[src/rtl/mpl_pkg.sv]
// constants and types shared by the motor protection lockout block
package mpl_pkg;
    localparam int unsigned CLK_HZ = 250_000_000;
    // minute tick and the current-loss delay
    localparam int unsigned MINUTE_S = 60;
    localparam int unsigned CUR_LOSS_DELAY_S = 3;
    localparam int unsigned MIN_INTERVAL_MAX = 60;
    localparam logic [7:0] PROT_EN_RESET = 8'hFF;
    localparam logic [3:0] AUX_FUNC_SHUNT = 4'h7;
    // enable bit positions
    localparam int unsigned BIT_ROT_EN = 0;
    localparam int unsigned BIT_SEQ_ABC = 1;
    localparam int unsigned BIT_CUR_LOSS = 2;
    localparam int unsigned BIT_SHORT_SCR = 3;
    localparam int unsigned BIT_SHUNT = 4;
    localparam int unsigned BIT_PTC = 5;
    localparam int unsigned BIT_LINE_LOSS = 6;
    localparam int unsigned BIT_RESERVED = 7;
endpackage : mpl_pkg

[src/rtl/mpl_sec_timer.sv]
// second tick divider with a clearable cycle counter
`timescale 1ns/1ns
module mpl_sec_timer #(
    parameter int unsigned CYC_PER_SEC = mpl_pkg::CLK_HZ
) (
    input wire logic ref_clk,
    input wire logic rst,
    input wire logic clear,
    output logic sec_tick
);
    typedef struct packed {
        logic [31:0] cnt;
        logic tick;
    } mpl_st_t;
    mpl_st_t s;
    mpl_st_t next_s;

    // restart the second on clear so intervals start exactly at the event
    always_comb begin
        next_s = s;
        next_s.tick = 1'b0;
        if (clear) begin
            next_s.cnt = 32'h0;
        end else if (s.cnt == 32'(CYC_PER_SEC - 1)) begin
            next_s.cnt = 32'h0;
            next_s.tick = 1'b1;
        end else begin
            next_s.cnt = s.cnt + 32'h1;
        end
    end

    always_ff @(posedge ref_clk) begin
        if (rst) begin
            s <= '0;
        end else begin
            s <= next_s;
        end
    end

    assign sec_tick = s.tick;
endmodule : mpl_sec_timer

[src/rtl/mpl_lockout.sv]
// protection and restart lockout logic of a solid-state motor starter
//
// Contract
// - restart refused until interval minutes pass
// - interval measured start command to start
// - eight bit enable byte, default 255
// - bit 1 trips on wrong rotation
// - bit 2 picks ABC, ignored rotation off
// - bit 4 trips low current after 3s
// - bit 8 shorted SCR locks next start
// - shorted SCR judged only while off
// - bit 16 trips on current when off
// - shunt trip drives aux relay function 7
// - bit 32 trips on hot or open PTC
// - bit 64 inhibits start without line phase
// - line loss clears when all phases present
// - three wire needs fresh start after clear
// - two wire resumes with maintained start
// - three wire start during lockout not latched
// - bit 128 reserved, no feature
`timescale 1ns/1ns
module mpl_lockout #(
    parameter int unsigned CYC_PER_SEC = mpl_pkg::CLK_HZ
) (
    input wire logic ref_clk,
    input wire logic rst,
    input wire logic [7:0] prot_en_wdata,
    input wire logic prot_en_we,
    output logic [7:0] protection_enable_byte,
    input wire logic [5:0] min_start_interval_lockout,
    input wire logic [3:0] aux_relay_assignment,
    input wire logic three_wire,
    input wire logic start_cmd,
    input wire logic stop_cmd,
    input wire logic fault_reset,
    input wire logic seq_abc_meas,
    input wire logic cur_low_any,
    input wire logic cur_present_any,
    input wire logic scr_shorted,
    input wire logic ptc_over,
    input wire logic line_ok_all,
    input wire logic bypass,
    output logic run,
    output logic trip,
    output logic [5:0] trip_cause,
    output logic interval_lock,
    output logic scr_lock,
    output logic line_loss,
    output logic aux_relay
);
    typedef struct packed {
        logic [7:0] en;
        logic [1:0] start_sync0;
        logic [1:0] start_sync1;
        logic [7:0] sync0;
        logic [7:0] sync1;
        logic start_prev;
        logic run;
        logic [5:0] trip;
        logic scr_lock;
        logic line_loss;
        logic lock_act;
        logic [5:0] min_cnt;
        logic [5:0] lim;
        logic [5:0] sec_cnt;
        logic [1:0] cur_sec;
        logic cur_armed;
        logic aux;
    } mpl_s_t;
    mpl_s_t s;
    mpl_s_t next_s;

    logic sec_tick;
    logic clr_sec;
    logic rot_bad, start_edge, start_lvl, stop_lvl;
    logic seq_s, low_s, curp_s, scr_s, ptc_s, line_s, byp_s, rst_s;

    mpl_sec_timer #(.CYC_PER_SEC(CYC_PER_SEC)) u_sec (
        .ref_clk(ref_clk),
        .rst(rst),
        .clear(clr_sec),
        .sec_tick(sec_tick)
    );

    // synchronised pin views, second stage only
    assign start_lvl = s.start_sync1[0];
    assign stop_lvl = s.start_sync1[1];
    assign {seq_s, low_s, curp_s, scr_s, ptc_s, line_s, byp_s, rst_s} = s.sync1;
    assign start_edge = start_lvl & ~s.start_prev;
    // wrong rotation only matters when checked against the chosen order
    assign rot_bad = seq_s != s.en[mpl_pkg::BIT_SEQ_ABC];
    // restart the second only on an accepted start, 2-wire level starts too
    assign clr_sec = next_s.run & ~s.run;

    always_comb begin
        next_s = s;
        next_s.start_sync0 = {stop_cmd, start_cmd};
        next_s.start_sync1 = s.start_sync0;
        next_s.sync0 = {seq_abc_meas, cur_low_any, cur_present_any, scr_shorted,
            ptc_over, line_ok_all, bypass, fault_reset};
        next_s.sync1 = s.sync0;
        next_s.start_prev = start_lvl;
        // all eight bits stored; bit 7 steers nothing
        if (prot_en_we) begin
            next_s.en = prot_en_wdata;
        end
        // minute counting of the start-to-start interval
        if (sec_tick && s.lock_act) begin
            if (s.sec_cnt == 6'(mpl_pkg::MINUTE_S - 1)) begin
                next_s.sec_cnt = 6'h0;
                next_s.min_cnt = s.min_cnt + 6'h1;
                if (s.min_cnt + 6'h1 >= s.lim) begin
                    next_s.lock_act = 1'b0;
                end
            end else begin
                next_s.sec_cnt = s.sec_cnt + 6'h1;
            end
        end
        // running current loss window
        if (sec_tick && s.run && !s.cur_armed) begin
            next_s.cur_sec = s.cur_sec + 2'h1;
            if (s.cur_sec == 2'(mpl_pkg::CUR_LOSS_DELAY_S - 1)) begin
                next_s.cur_armed = 1'b1;
            end
        end
        // fault reset clears latches first; events below re-set them, so set wins
        if (rst_s && !s.run) begin
            next_s.trip = 6'h0;
            next_s.scr_lock = 1'b0;
        end
        // line phase loss follows line level, self clearing
        next_s.line_loss = s.en[mpl_pkg::BIT_LINE_LOSS] & ~line_s;
        // shorted SCR evaluated only while off and not bypassed
        if (!s.run && !byp_s && scr_s && s.en[mpl_pkg::BIT_SHORT_SCR]) begin
            next_s.scr_lock = 1'b1;
        end
        // trips: current enables gate each new assertion
        if (s.run && s.en[mpl_pkg::BIT_ROT_EN] && rot_bad) begin
            next_s.trip[0] = 1'b1;
        end
        if (s.run && s.cur_armed && s.en[mpl_pkg::BIT_CUR_LOSS] && low_s) begin
            next_s.trip[1] = 1'b1;
        end
        if (!s.run && s.en[mpl_pkg::BIT_SHUNT] && curp_s) begin
            next_s.trip[2] = 1'b1;
        end
        if (s.en[mpl_pkg::BIT_PTC] && ptc_s) begin
            next_s.trip[3] = 1'b1;
        end
        // shunt trip energises aux relay when assigned
        next_s.aux = (s.trip[2] | next_s.trip[2]) &&
            (aux_relay_assignment == mpl_pkg::AUX_FUNC_SHUNT);
        // run control
        if (s.run) begin
            if (stop_lvl || (|s.trip) || (!three_wire && !start_lvl) || s.line_loss) begin
                next_s.run = 1'b0;
                next_s.cur_armed = 1'b0;
                next_s.cur_sec = 2'h0;
            end
        end else if (!(|s.trip) && !s.scr_lock && !s.line_loss && !s.lock_act &&
                (three_wire ? start_edge : start_lvl) && !stop_lvl) begin
            // 3-wire needs an edge, so lockout starts never seal in
            next_s.run = 1'b1;
            next_s.cur_sec = 2'h0;
            next_s.cur_armed = 1'b0;
            // interval runs from this start regardless of run time
            if (min_start_interval_lockout != 6'h0 &&
                    min_start_interval_lockout <= 6'(mpl_pkg::MIN_INTERVAL_MAX)) begin
                next_s.lock_act = 1'b1;
                next_s.lim = min_start_interval_lockout;
                next_s.min_cnt = 6'h0;
                next_s.sec_cnt = 6'h0;
            end
            if (s.scr_lock) begin
                next_s.run = 1'b0;
            end
        end
    end

    always_ff @(posedge ref_clk) begin
        if (rst) begin
            s <= '0;
            s.en <= mpl_pkg::PROT_EN_RESET;
            // line sync starts healthy, so no false loss flag right after reset
            s.sync0[2] <= 1'b1;
            s.sync1[2] <= 1'b1;
        end else begin
            s <= next_s;
        end
    end

    assign protection_enable_byte = s.en;
    assign run = s.run;
    assign trip = |s.trip;
    assign trip_cause = s.trip;
    assign interval_lock = s.lock_act;
    assign scr_lock = s.scr_lock;
    assign line_loss = s.line_loss;
    assign aux_relay = s.aux;

    a_scr_off_only: assert property (@(posedge ref_clk) disable iff (rst)
        $rose(s.scr_lock) |-> $past(!s.run)) else $error("scr lock set while running");
    a_no_start_locked: assert property (@(posedge ref_clk) disable iff (rst)
        $rose(s.run) |-> $past(!s.lock_act && !s.line_loss && !s.scr_lock))
        else $error("start while locked");
    a_line_clear: assert property (@(posedge ref_clk) disable iff (rst)
        (line_s && s.line_loss) |=> !s.line_loss) else $error("line loss stuck");
    a_shunt_relay: assert property (@(posedge ref_clk) disable iff (rst)
        (s.trip[2] && aux_relay_assignment == 4'h7) |=> s.aux)
        else $error("aux relay missing");
    a_rot_disabled: assert property (@(posedge ref_clk) disable iff (rst)
        $rose(s.trip[0]) |-> $past(s.en[0])) else $error("rotation trip while off");
    a_ptc_ignored: assert property (@(posedge ref_clk) disable iff (rst)
        $rose(s.trip[3]) |-> $past(s.en[5] && ptc_s)) else $error("ptc trip cause");
    a_three_wire_edge: assert property (@(posedge ref_clk) disable iff (rst)
        ($rose(s.run) && three_wire) |-> $past(start_edge)) else $error("no fresh start");
    a_cur_delay: assert property (@(posedge ref_clk) disable iff (rst)
        $rose(s.trip[1]) |-> $past(s.cur_armed && s.en[2])) else $error("early loss trip");
    a_reset_set_wins: assert property (@(posedge ref_clk) disable iff (rst)
        (rst_s && !s.run && s.en[5] && ptc_s) |=> s.trip[3]) else $error("ptc trip lost");
    c_start: cover property (@(posedge ref_clk) $rose(s.run));
    c_lock_end: cover property (@(posedge ref_clk) $fell(s.lock_act));
    c_line_loss: cover property (@(posedge ref_clk) $rose(s.line_loss));
    c_shunt: cover property (@(posedge ref_clk) $rose(s.aux));
endmodule : mpl_lockout

[config.mk]
export PLATFORM = sky130hd
export DESIGN_NAME = mpl_lockout
export DESIGN_NICKNAME = d
export VERILOG_FILES = /design/src/rtl/mpl_pkg.sv /design/src/rtl/mpl_sec_timer.sv /design/src/rtl/mpl_lockout.sv
export SDC_FILE = /design/constraint.sdc
export NUM_CORES = 1
export LEC_CHECK = 0
export ABC_AREA = 1
export BUFFER_PORTS_ARGS = -buffer_cell sky130_fd_sc_hd__buf_2
export CORE_UTILIZATION = 53
export CTS_CLUSTER_DIAMETER = 200
export DETAILED_ROUTE_END_ITERATION = 8
export GPL_TIMING_DRIVEN = 1
export PLACE_DENSITY = 0.73
export SLEW_MARGIN = 10
export SYNTH_ARGS = -nofsm -noshare
export SYNTH_HDL_FRONTEND = slang
export SYNTH_HIERARCHICAL = 1
export SYNTH_SLANG_ARGS = --single-unit
[constraint.sdc]
create_clock -name ref_clk -period 3 [get_ports ref_clk]
set_input_delay 0.6 -clock ref_clk [delete_from_list [all_inputs] [get_ports ref_clk]]
set_output_delay 0.6 -clock ref_clk [all_outputs]
set_load 0.02 [all_outputs]
==> key figures, run 1 <==
Logic synthesis
  • Unique masters post-synth: 30
  • FFs w/ async S/R, synth: 0
  • Post-synth EDFFs: 0
  • Cell Area, Synth: 4430 um^2
  • Post-synth top cells: nand2_1, nor2_1, dfxtp_1, inv_1, nand3_1
  • Yosys top cell area share: 0.416
  • Most used flip-flop cell after synthesis: dfxtp_1
  • Seq/Total Area, Yosys: 0.416
  • Area leader, netlist: dfxtp_1
  • Synth Register Bits: 92
  • Count leader, synth: nand2_1
  • Largest cells by area after synthesis: dfxtp_1, nand2_1, nor2_1
  • Synth warn: 6
  • Post-Syn Instances: 656
  • Syn_area_per_cell: 6.75 um^2

Route
  • Total length of routed wires: 8690 um
  • Routed WL per cell: 10.8 um
  • Via count: 3850
  • DRT antenna net count: 0
  • Vias/cell: 4.80
  • DR DRC count: 0
  • 1st-pass router iterations: 6
  • DR iter-0 viols: 226

Timing
  • Endpoints failing setup: 0
  • Slew Limit Headroom: 0.598
  • Setup_tns: 0 ps
  • Fin crit period: 1860 ps
  • RSZ-0062 raised after global routing: no
  • Clock Skew: 12.7 ps
  • Final hold violations: 0
  • Fmax: 538 MHz
  • Part of the cycle the worst path needs: 0.620
  • Final Max Tran Viols: 0
  • Min Hold Slack: 394 ps
  • PnR worst setup slack: 1140 ps
  • Tightest Pin Transition: 601 ps

Hold path
  • Class of the worst hold path: reg -> reg

Clock tree
  • CTS sink cnt: 92
  • Reg clk slew, reported paths: 100 ps
  • Cts bufs inserted: 9
  • Setup Fix Bufs, Post-CTS: 0
  • Bufs on Longest Clock Path: 2
  • PostCTS Resize Cnt: 0
  • CTS Root Cell: clkbuf_8
  • CTS H-tree lvls: 3
  • Hold_buf cts: 0
  • CTS tree: done
  • Worst-Skew Late Latency: 360 ps

Global route
  • Vias in the first global route: 3340
  • Grt total ovfl: 0
  • Largest net degree at the start of global routing: 33
  • Initial antenna violation count: 0
  • All-Layer GR Usage: 0.213
  • First-pass GRT wire length: 14600 um

Setup path
  • Worst r2r src: run
  • R2R depth: 7
  • CP max stage delay: 580 ps
  • Crit path capture type: flip-flop
  • Critical path launch point type: flip-flop
  • Arr. time, crit path: 2130 ps
  • CP startpoint: run
  • Capture point of the worst path: u_sec/s[4]
  • Worst EP required: 3270 ps
  • Critical path type: reg -> reg
  • Stages on the worst setup path: 7
  • Critical-path cell list: or2_1 > nor2_2 > nand3_2 > inv_1 > nor2_1 > nand2_2 > a21oi_1
  • Critical Path Slowest Stage Cell: dfxtp_1
  • Reg-to-reg endpoint: u_sec/s[4]
  • Buf/Inv on CP: 1
  • Top delay family on crit path: simple AND/OR/NAND/NOR gates
  • CP max FO: 32
  • R2r setup slk: 1140 ps

Placement
  • Dpl cell area: 4640 um^2
  • GP Congestion: 0.910
  • Buffers added on ports: 49
  • Placed insts: 786
  • Worst slack at placement: 1060 ps
  • DPL Wire Length: 6590 um

Floorplanning
  • Die ar.: 8730 um^2
  • Starting Density: 0.562
  • Placeable core area: 7890 um^2
  • Die Height: 93.4 um
  • Io pins: 52
  • Cell row count: 32
  • Die X: 93.4 um

Power
  • Pwr Density: 466 nW/um^2
  • Total Power: 2.26 mW
  • Pleak: 2.07 nW
  • Max VDD drop: 287 uV

Final layout
  • Cell area after layout: 4840 um^2
  • Share of layout cells above drive strength 1: 0.120
  • Layout net count: 737
  • Area Overhead vs Synth: 9.35%
  • Util after Layout: 0.614
  • # diodes: 0
  • Final Instance Count excl. Fillers: 802

Flow run
  • MaxCap Viol Count: 0

Status
  • Status: finished clean
[layout by cell type (no fill, tap or decap), drive strengths merged]
cell / netlist / layout
o21ai: 3 / 3
or2: 4 / 4
o211ai: 1 / 1
nand3: 39 / 39
o21bai: 1 / 1
buf: 21 / 51
xor2: 12 / 12
xnor2: 8 / 8
dfxtp: 92 / 92
nor3: 4 / 4
o21a: 1 / 1
clkinvlp: 0 / 1
conb: 1 / 2
clkbuf: 3 / 9
nand3b: 2 / 2
a21oi: 24 / 24
nand4: 3 / 3
inv: 92 / 95
nor2: 136 / 136
ha: 10 / 10
clkinv: 1 / 4
nand2: 198 / 198
[flip-flops by register name, summed over array words and instances, names as in the netlist]
| name | flops |
|---|---|
| protection_enable_byte | 8 |
| next_s | 11 |
| s | 25 |
| line_loss | 1 |
| u_sec/s | 32 |
| byp_s | 1 |
| scr_lock | 1 |
| run | 1 |
| u_sec/sec_tick | 1 |
| trip_cause | 4 |
| curp_s | 1 |
| interval_lock | 1 |
| line_s | 1 |
| rst_s | 1 |
| low_s | 1 |
| ptc_s | 1 |
| aux_relay | 1 |
[worst min path at each step]
stage / from / endpoint / slack (ps) / depth (start not counted)
finish: line_s / line_loss / 390 / 1
global route: aux_relay_assignment[3] / aux_relay / 380 / 2
CTS: aux_relay_assignment[3] / aux_relay / 380 / 2
detailed placement: line_s / line_loss / 380 / 1
global placement: line_s / line_loss / 370 / 1
floorplan: line_s / line_loss / 370 / 1
[logic make-up after synthesis]
kind of cell    after synthesis  synth area share
compound gates               30            0.0356
xor+xnor                     20            0.0395
fa+ha+maj                    10            0.0282
buf+inv                     117             0.120
flops                        92             0.416
other cells                   1          0.000847
simple gates                386             0.360
[cell type report]
type / instances / area (um^2)
clock inverter: 7 / 80.1
tap: 102 / 128
fill: 725 / 3040
timing repair buffer: 51 / 260
clock buffer: 9 / 124
inverter: 93 / 349
multi-input combinational: 448 / 2060
sequential: 92 / 1840
[power by group]
| part | internal [mW] | total, mW | switching (mW) |
|---|---|---|---|
| clock | 0.331 | 0.826 | 0.495 |
| sequential | 1.25 | 1.27 | 0.0198 |
| combinational | 0.0582 | 0.159 | 0.101 |
[routing by layer]
metal / part of all wire / track usage / wire [um] / up-vias
li1: - / - / - / 2043
met1: 0.49 / 0.290 / 4260 / 1727
met2: 0.45 / 0.344 / 3950 / 68
met3: 0.042 / 0.0333 / 361 / 12
met4: 0.013 / 0.0705 / 111 / 0
met5: 0 / 0 / 0 / -
Power figures use the tool's default switching activity.
==> run 2: changes to the inputs <==
Clock period 3 ns to 1.87 ns, I/O delays scaled along.
==> run 2 against run 1 <==
Sequential power rose by 61%. Via count fell by 2.0%. First-iteration DRC count fell by 29%. Power rose by 64%. Cell area rose by 1.8%. Critical path depth rose by 5. Wire length rose by 0.26%. Clock-buffer cell count did not move. Worst hold slack got worse by 240 ps. Die area did not move. Global-route usage rose by 0.079 points. Critical path type unchanged. Critical endpoint is now interval_lock.
==> key figures, run 2 (synthesis results as in run 1) <==
Setup path
  • Worst EP required: 2170 ps (was 3270 ps)
  • Crit path capture type: flip-flop (unchanged)
  • Arr. time, crit path: 2090 ps (was 2130 ps)
  • CP max FO: 3 (was 32)
  • Critical path launch point type: flip-flop (unchanged)
  • Critical path type: reg -> reg (unchanged)

Clock tree
  • CTS sink cnt: 92 (unchanged)
  • Bufs on Longest Clock Path: 2 (unchanged)
  • Worst-Skew Late Latency: 370 ps (was 360 ps)
  • CTS H-tree lvls: 3 (unchanged)
  • Reg clk slew, reported paths: 100 ps (about the same)
  • Cts bufs inserted: 9 (unchanged)
  • CTS tree: done (unchanged)
  • CTS Root Cell: clkbuf_8 (unchanged)

Final layout
  • Cell area after layout: 4930 um^2 (was 4840 um^2)
  • Fillers: 730 (was 725)
  • Biggest register: u_sec/s (unchanged)
  • Layout net count: 740 (was 737)
  • Multi-input gate area: 2100 um^2 (was 2060 um^2)
  • Final Instance Count excl. Fillers: 805 (was 802)
  • Share of layout cells above drive strength 1: 0.137 (was 0.120)
  • Register area: 1850 um^2 (was 1840 um^2)
  • Most frequent cells in the layout: nand2_1, nor2_1, inv_1 (was nand2_1, nor2_1, inv_1, dfxtp_1, buf_2)
  • Commonest non-fill, non-tap cell in the layout: nand2_1 (unchanged)
  • Util after Layout: 0.625 (was 0.614)
  • Area Overhead vs Synth: 11.4% (was 9.35%)
  • Max reg flops: 32 (unchanged)
  • # diodes: 0 (unchanged)

Global route
  • Grt total ovfl: 0 (unchanged)
  • Vias in the first global route: 3503 (was 3340)
  • All-Layer GR Usage: 0.214 (was 0.213)
  • Initial antenna violation count: 0 (unchanged)
  • First-pass GRT wire length: 14800 um (was 14600 um)
  • Largest net degree at the start of global routing: 33 (unchanged)

Route
  • Vias/cell: 4.69 (was 4.80)
  • DR DRC count: 0 (unchanged)
  • DR iter-0 viols: 160 (was 226)
  • Total length of routed wires: 8710 um (was 8690 um)
  • Via count: 3773 (was 3850)
  • Routed WL per cell: 10.8 um (about the same)
  • DRT antenna net count: 0 (unchanged)
  • 1st-pass router iterations: 4 (was 6)

Timing
  • Final Max Tran Viols: 0 (unchanged)
  • Clock Skew: 10.5 ps (was 12.7 ps)
  • Fin crit period: 1780 ps (was 1860 ps)
  • Setup_tns: 0 ps (unchanged)
  • Part of the cycle the worst path needs: 0.954 (was 0.620)
  • Min Hold Slack: 151 ps (was 394 ps)
  • Final hold violations: 0 (unchanged)
  • Fmax: 560 MHz (was 538 MHz)
  • Endpoints failing setup: 0 (unchanged)

Placement
  • Buffers added on ports: 49 (unchanged)
  • DPL Wire Length: 6450 um (was 6590 um)
  • GP Congestion: 0.909 (was 0.910)
  • Dpl cell area: 4670 um^2 (was 4640 um^2)
  • Placed insts: 788 (was 786)

Flow run
  • MaxCap Viol Count: 0 (unchanged)

Status
  • Status: finished clean (unchanged)

Hold path
  • Class of the worst hold path: in -> reg (was reg -> reg)

Power
  • Pwr Density: 752 nW/um^2 (was 466 nW/um^2)
  • Max VDD drop: 391 uV (was 287 uV)
  • Pleak: 2.10 nW (was 2.07 nW)

Floorplanning
  • Die X: 93.4 um (unchanged)
  • Placeable core area: 7890 um^2 (unchanged)
  • Cell row count: 32 (unchanged)
  • Die Height: 93.4 um (unchanged)
  • Io pins: 52 (unchanged)
  • Die ar.: 8730 um^2 (unchanged)
  • Starting Density: 0.562 (unchanged)
==> run 2: repair_timing <==
action / 4_1_cts / 5_1_grt
hold buffers: 0 / 0
endpoints found under the hold margin: 0 / 0
setup endpoints to repair: 1 / 1
setup buffers: 0 / 1
pin swaps: 0 / 4
gates resized for setup: 1 / 10
==> run 2: routing by layer <==
layer | GRT usage | vias to the layer above | part of all wire
li1 | - | 2042 | -
met1 | 0.276 | 1668 | 0.49
met2 | 0.356 | 53 | 0.46
met3 | 0.0358 | 10 | 0.036
met4 | 0.0821 | 0 | 0.014
met5 | 0 | - | 0
==> run 2: stage by stage <==
stage	setup WS, ps	total power [mW]
4_1_cts	28.0	3.75
3_5_place_dp	20.1	2.35
3_3_place_gp	128	2.34
6_report	85.2	3.71
2_1_floorplan	204	2.28
5_1_grt	-36.8	3.88
==> run 2: final cells by class <==
cell class | count | area share
Inverter | 93 | 0.0708
Clock inverter | 7 | 0.0185
Multi-Input combinational cell | 448 | 0.425
Sequential cell | 92 | 0.375
Clock buffer | 9 | 0.0251
Timing Repair Buffer | 54 | 0.0599
Tap cell | 102 | 0.0259
==> run 2: final timing paths <==
check,slack (ps),endpoint,from,cells after the start
max,90,interval_lock,s[17],12
min,150,aux_relay,aux_relay_assignment[3],2
max reg2reg,90,interval_lock,s[17],12
min reg2reg,380,line_loss,line_s,1
==> run 2: critical path, stage by stage, from the launching register on <==
cell	delay (ps)
dfxtp_2	390
ha_4	150
nand3_2	90
xor2_2	170
inv_1	70
ha_1	290
nand2_1	80
inv_1	60
a21oi_2	130
nand2_1	60
nand2_1	50
nand2_1	40
a21oi_1	130
==> run 2: where the power goes <==
group          leakage [nW]  total, mW  internal, mW  switching (mW)
Clock                 0.106       1.41         0.652           0.757
Sequential            0.751       2.04          2.01          0.0292
Combinational          1.24      0.264         0.100           0.164
==> run 3: changes to the inputs <==
Settings changed: CELL_PAD_IN_SITES_DETAIL_PLACEMENT from default to 2, CELL_PAD_IN_SITES_GLOBAL_PLACEMENT from default to 2, CORE_UTILIZATION 53 to 32, PLACE_DENSITY 0.73 to default, PLACE_DENSITY_LB_ADDON from default to 0.2.
==> run 3 against run 2 <==
Sequential cell count stayed put. Register-to-register slack gained 20 ps. Sequential power about the same. Cell area up 4.8%. Via count increased by 6.6%. First-iteration DRC count fell by 36%. Global-route usage is 2.4 points lower. Wire length grew 47%. Final cell count up 9.7%. Combinational power is 8.7% higher. Critical path depth unchanged. Clock skew decreased by 4.7 ps. Critical path type unchanged. Largest power group unchanged.
==> key figures, run 3 (synthesis results as in run 1) <==
Global route
  • Vias in the first global route: 4429 (was 3503)
  • First-pass GRT wire length: 21300 um (was 14800 um)
  • All-Layer GR Usage: 0.190 (was 0.214)
  • Largest net degree at the start of global routing: 33 (unchanged)
  • Grt total ovfl: 0 (unchanged)
  • Initial antenna violation count: 0 (unchanged)

Timing
  • Fin crit period: 1770 ps (was 1780 ps)
  • Clock Skew: 5.80 ps (was 10.5 ps)
  • Final hold violations: 0 (unchanged)
  • Fmax: 566 MHz (was 560 MHz)
  • Part of the cycle the worst path needs: 0.946 (was 0.954)
  • Endpoints failing setup: 0 (unchanged)
  • Final Max Tran Viols: 0 (unchanged)

Setup path
  • Top delay family on crit path: simple AND/OR/NAND/NOR gates (was adder cells)
  • Crit path capture type: flip-flop (unchanged)
  • CP dominant cell by count: nand2_1 (unchanged)
  • CP max stage delay: 380 ps (was 390 ps)
  • Critical path launch point type: flip-flop (unchanged)
  • Arr. time, crit path: 2000 ps (was 2090 ps)
  • Worst EP required: 2100 ps (was 2170 ps)
  • CP max FO: 3 (unchanged)
  • Critical Path Slowest Stage Cell: dfxtp_4 (was dfxtp_2)
  • Buf/Inv on CP: 1 (was 2)
  • Critical path type: reg -> reg (unchanged)
  • Critical-path cell list: ha_4 > nand3_2 > xor2_2 > inv_1 > ha_4 > nand2_2 > nor2_1 > nand2_1 > nand2_1 > nand2_1 > nand2_1 > a21oi_1 (was ha_4 > nand3_2 > xor2_2 > inv_1 > ha_1 > nand2_1 > inv_1 > a21oi_2 > nand2_1 > nand2_1 > nand2_1 > a21oi_1)

Final layout
  • Final Instance Count excl. Fillers: 883 (was 805)
  • Commonest non-fill, non-tap cell in the layout: nand2_1 (unchanged)
  • Layout net count: 744 (was 740)
  • Register area: 1850 um^2 (about the same)
  • Most frequent cells in the layout: nand2_1, nor2_1, inv_1 (unchanged)
  • Util after Layout: 0.387 (was 0.625)
  • # diodes: 0 (unchanged)
  • Fillers: 1636 (was 730)
  • Multi-input gate area: 2130 um^2 (was 2100 um^2)
  • Share of layout cells above drive strength 1: 0.143 (was 0.137)
  • Max reg flops: 32 (unchanged)
  • Cell area after layout: 5170 um^2 (was 4930 um^2)
  • Area Overhead vs Synth: 16.7% (was 11.4%)
  • Biggest register: u_sec/s (unchanged)

Clock tree
  • Worst-Skew Late Latency: 340 ps (was 370 ps)
  • CTS Root Cell: clkbuf_16 (was clkbuf_8)
  • CTS H-tree lvls: 3 (unchanged)
  • CTS tree: done (unchanged)
  • Bufs on Longest Clock Path: 2 (unchanged)
  • Hold_buf cts: 0 (unchanged)
  • CTS sink cnt: 92 (unchanged)
  • Cts bufs inserted: 9 (unchanged)
  • Reg clk slew, reported paths: 70 ps (was 100 ps)

Power
  • Max VDD drop: 401 uV (was 391 uV)
  • Pwr Density: 807 nW/um^2 (was 752 nW/um^2)
  • Pleak: 2.15 nW (was 2.10 nW)

Floorplanning
  • Die Height: 120 um (was 93.4 um)
  • Placeable core area: 13300 um^2 (was 7890 um^2)
  • Die ar.: 14300 um^2 (was 8730 um^2)
  • Cell row count: 42 (was 32)
  • Starting Density: 0.332 (was 0.562)
  • Io pins: 52 (unchanged)
  • Die X: 120 um (was 93.4 um)

Route
  • Total length of routed wires: 12800 um (was 8710 um)
  • Routed WL per cell: 14.5 um (was 10.8 um)
  • Via count: 4021 (was 3773)
  • DRT antenna net count: 0 (unchanged)
  • Vias/cell: 4.55 (was 4.69)
  • 1st-pass router iterations: 4 (unchanged)
  • DR iter-0 viols: 102 (was 160)
  • DR DRC count: 0 (unchanged)

Placement
  • Dpl cell area: 4770 um^2 (was 4670 um^2)
  • GP Congestion: 0.807 (was 0.909)
  • Buffers added on ports: 49 (unchanged)
  • DPL Wire Length: 9740 um (was 6450 um)
  • Placed insts: 864 (was 788)

Status
  • Status: finished clean (unchanged)

Flow run
  • MaxCap Viol Count: 0 (unchanged)

Hold path
  • Class of the worst hold path: in -> reg (unchanged)
run 3: power by group:
group / internal (mW) / switching (mW) / total [mW]
sequential: 2.01 / 0.0353 / 2.04
combinational: 0.104 / 0.183 / 0.287
clock: 1.05 / 0.798 / 1.84
total: 3.16 / 1.02 / 4.17
run 3: what timing repair did:
action	4_1_cts	5_1_grt
pin swaps	0	3
endpoints found under the setup margin	1	3
hold endpoints to repair	0	0
setup buffers	3	0
resized for setup	4	13
run 3: metrics by stage:
stage          hold WS, ps  power (mW)  setup WS [ps]  setup TNS (ps)
2_1_floorplan          367        2.28            204               0
3_3_place_gp           381        2.36            127               0
3_5_place_dp           378        2.38           15.7               0
4_1_cts                183        4.25           23.2               0
5_1_grt                187        4.36          -23.5           -26.3
6_report               197        4.17            102               0
run 3: path summary, 6_finish.rpt:
path | startpoint | end | slack, ps | cells after the start
worst max-delay path | s[16] | interval_lock | 100 | 12
worst min-delay path | aux_relay_assignment[3] | aux_relay | 200 | 2
worst max register to register | s[16] | interval_lock | 100 | 12
worst min register to register | line_s | line_loss | 400 | 1
run 3: layer usage:
layer,share of wire,up-vias,wire length (um),GRT usage
li1,-,2047,-,-
met1,0.45,1935,5710,0.223
met2,0.52,30,6670,0.349
met3,0.021,9,274,0.0442
met4,0.010,0,129,0.0391
met5,0,-,0,0
run 3: area by class of cell:
class	instances	share of cell area
multi-input combinational	448	0.412
clock inverter	5	0.0116
tap	176	0.0426
sequential	92	0.358
inverter	93	0.0675
timing repair buffer	58	0.0629
clock buffer	11	0.0450
run 3: worst register-to-register path, stage by stage, from the launching register on:
cell and delay [ps]:
dfxtp_4 380, ha_4 150, nand3_2 100, xor2_2 200
inv_1 100, ha_4 270, nand2_2 50, nor2_1 120
nand2_1 70, nand2_1 60, nand2_1 50, nand2_1 60
a21oi_1 60
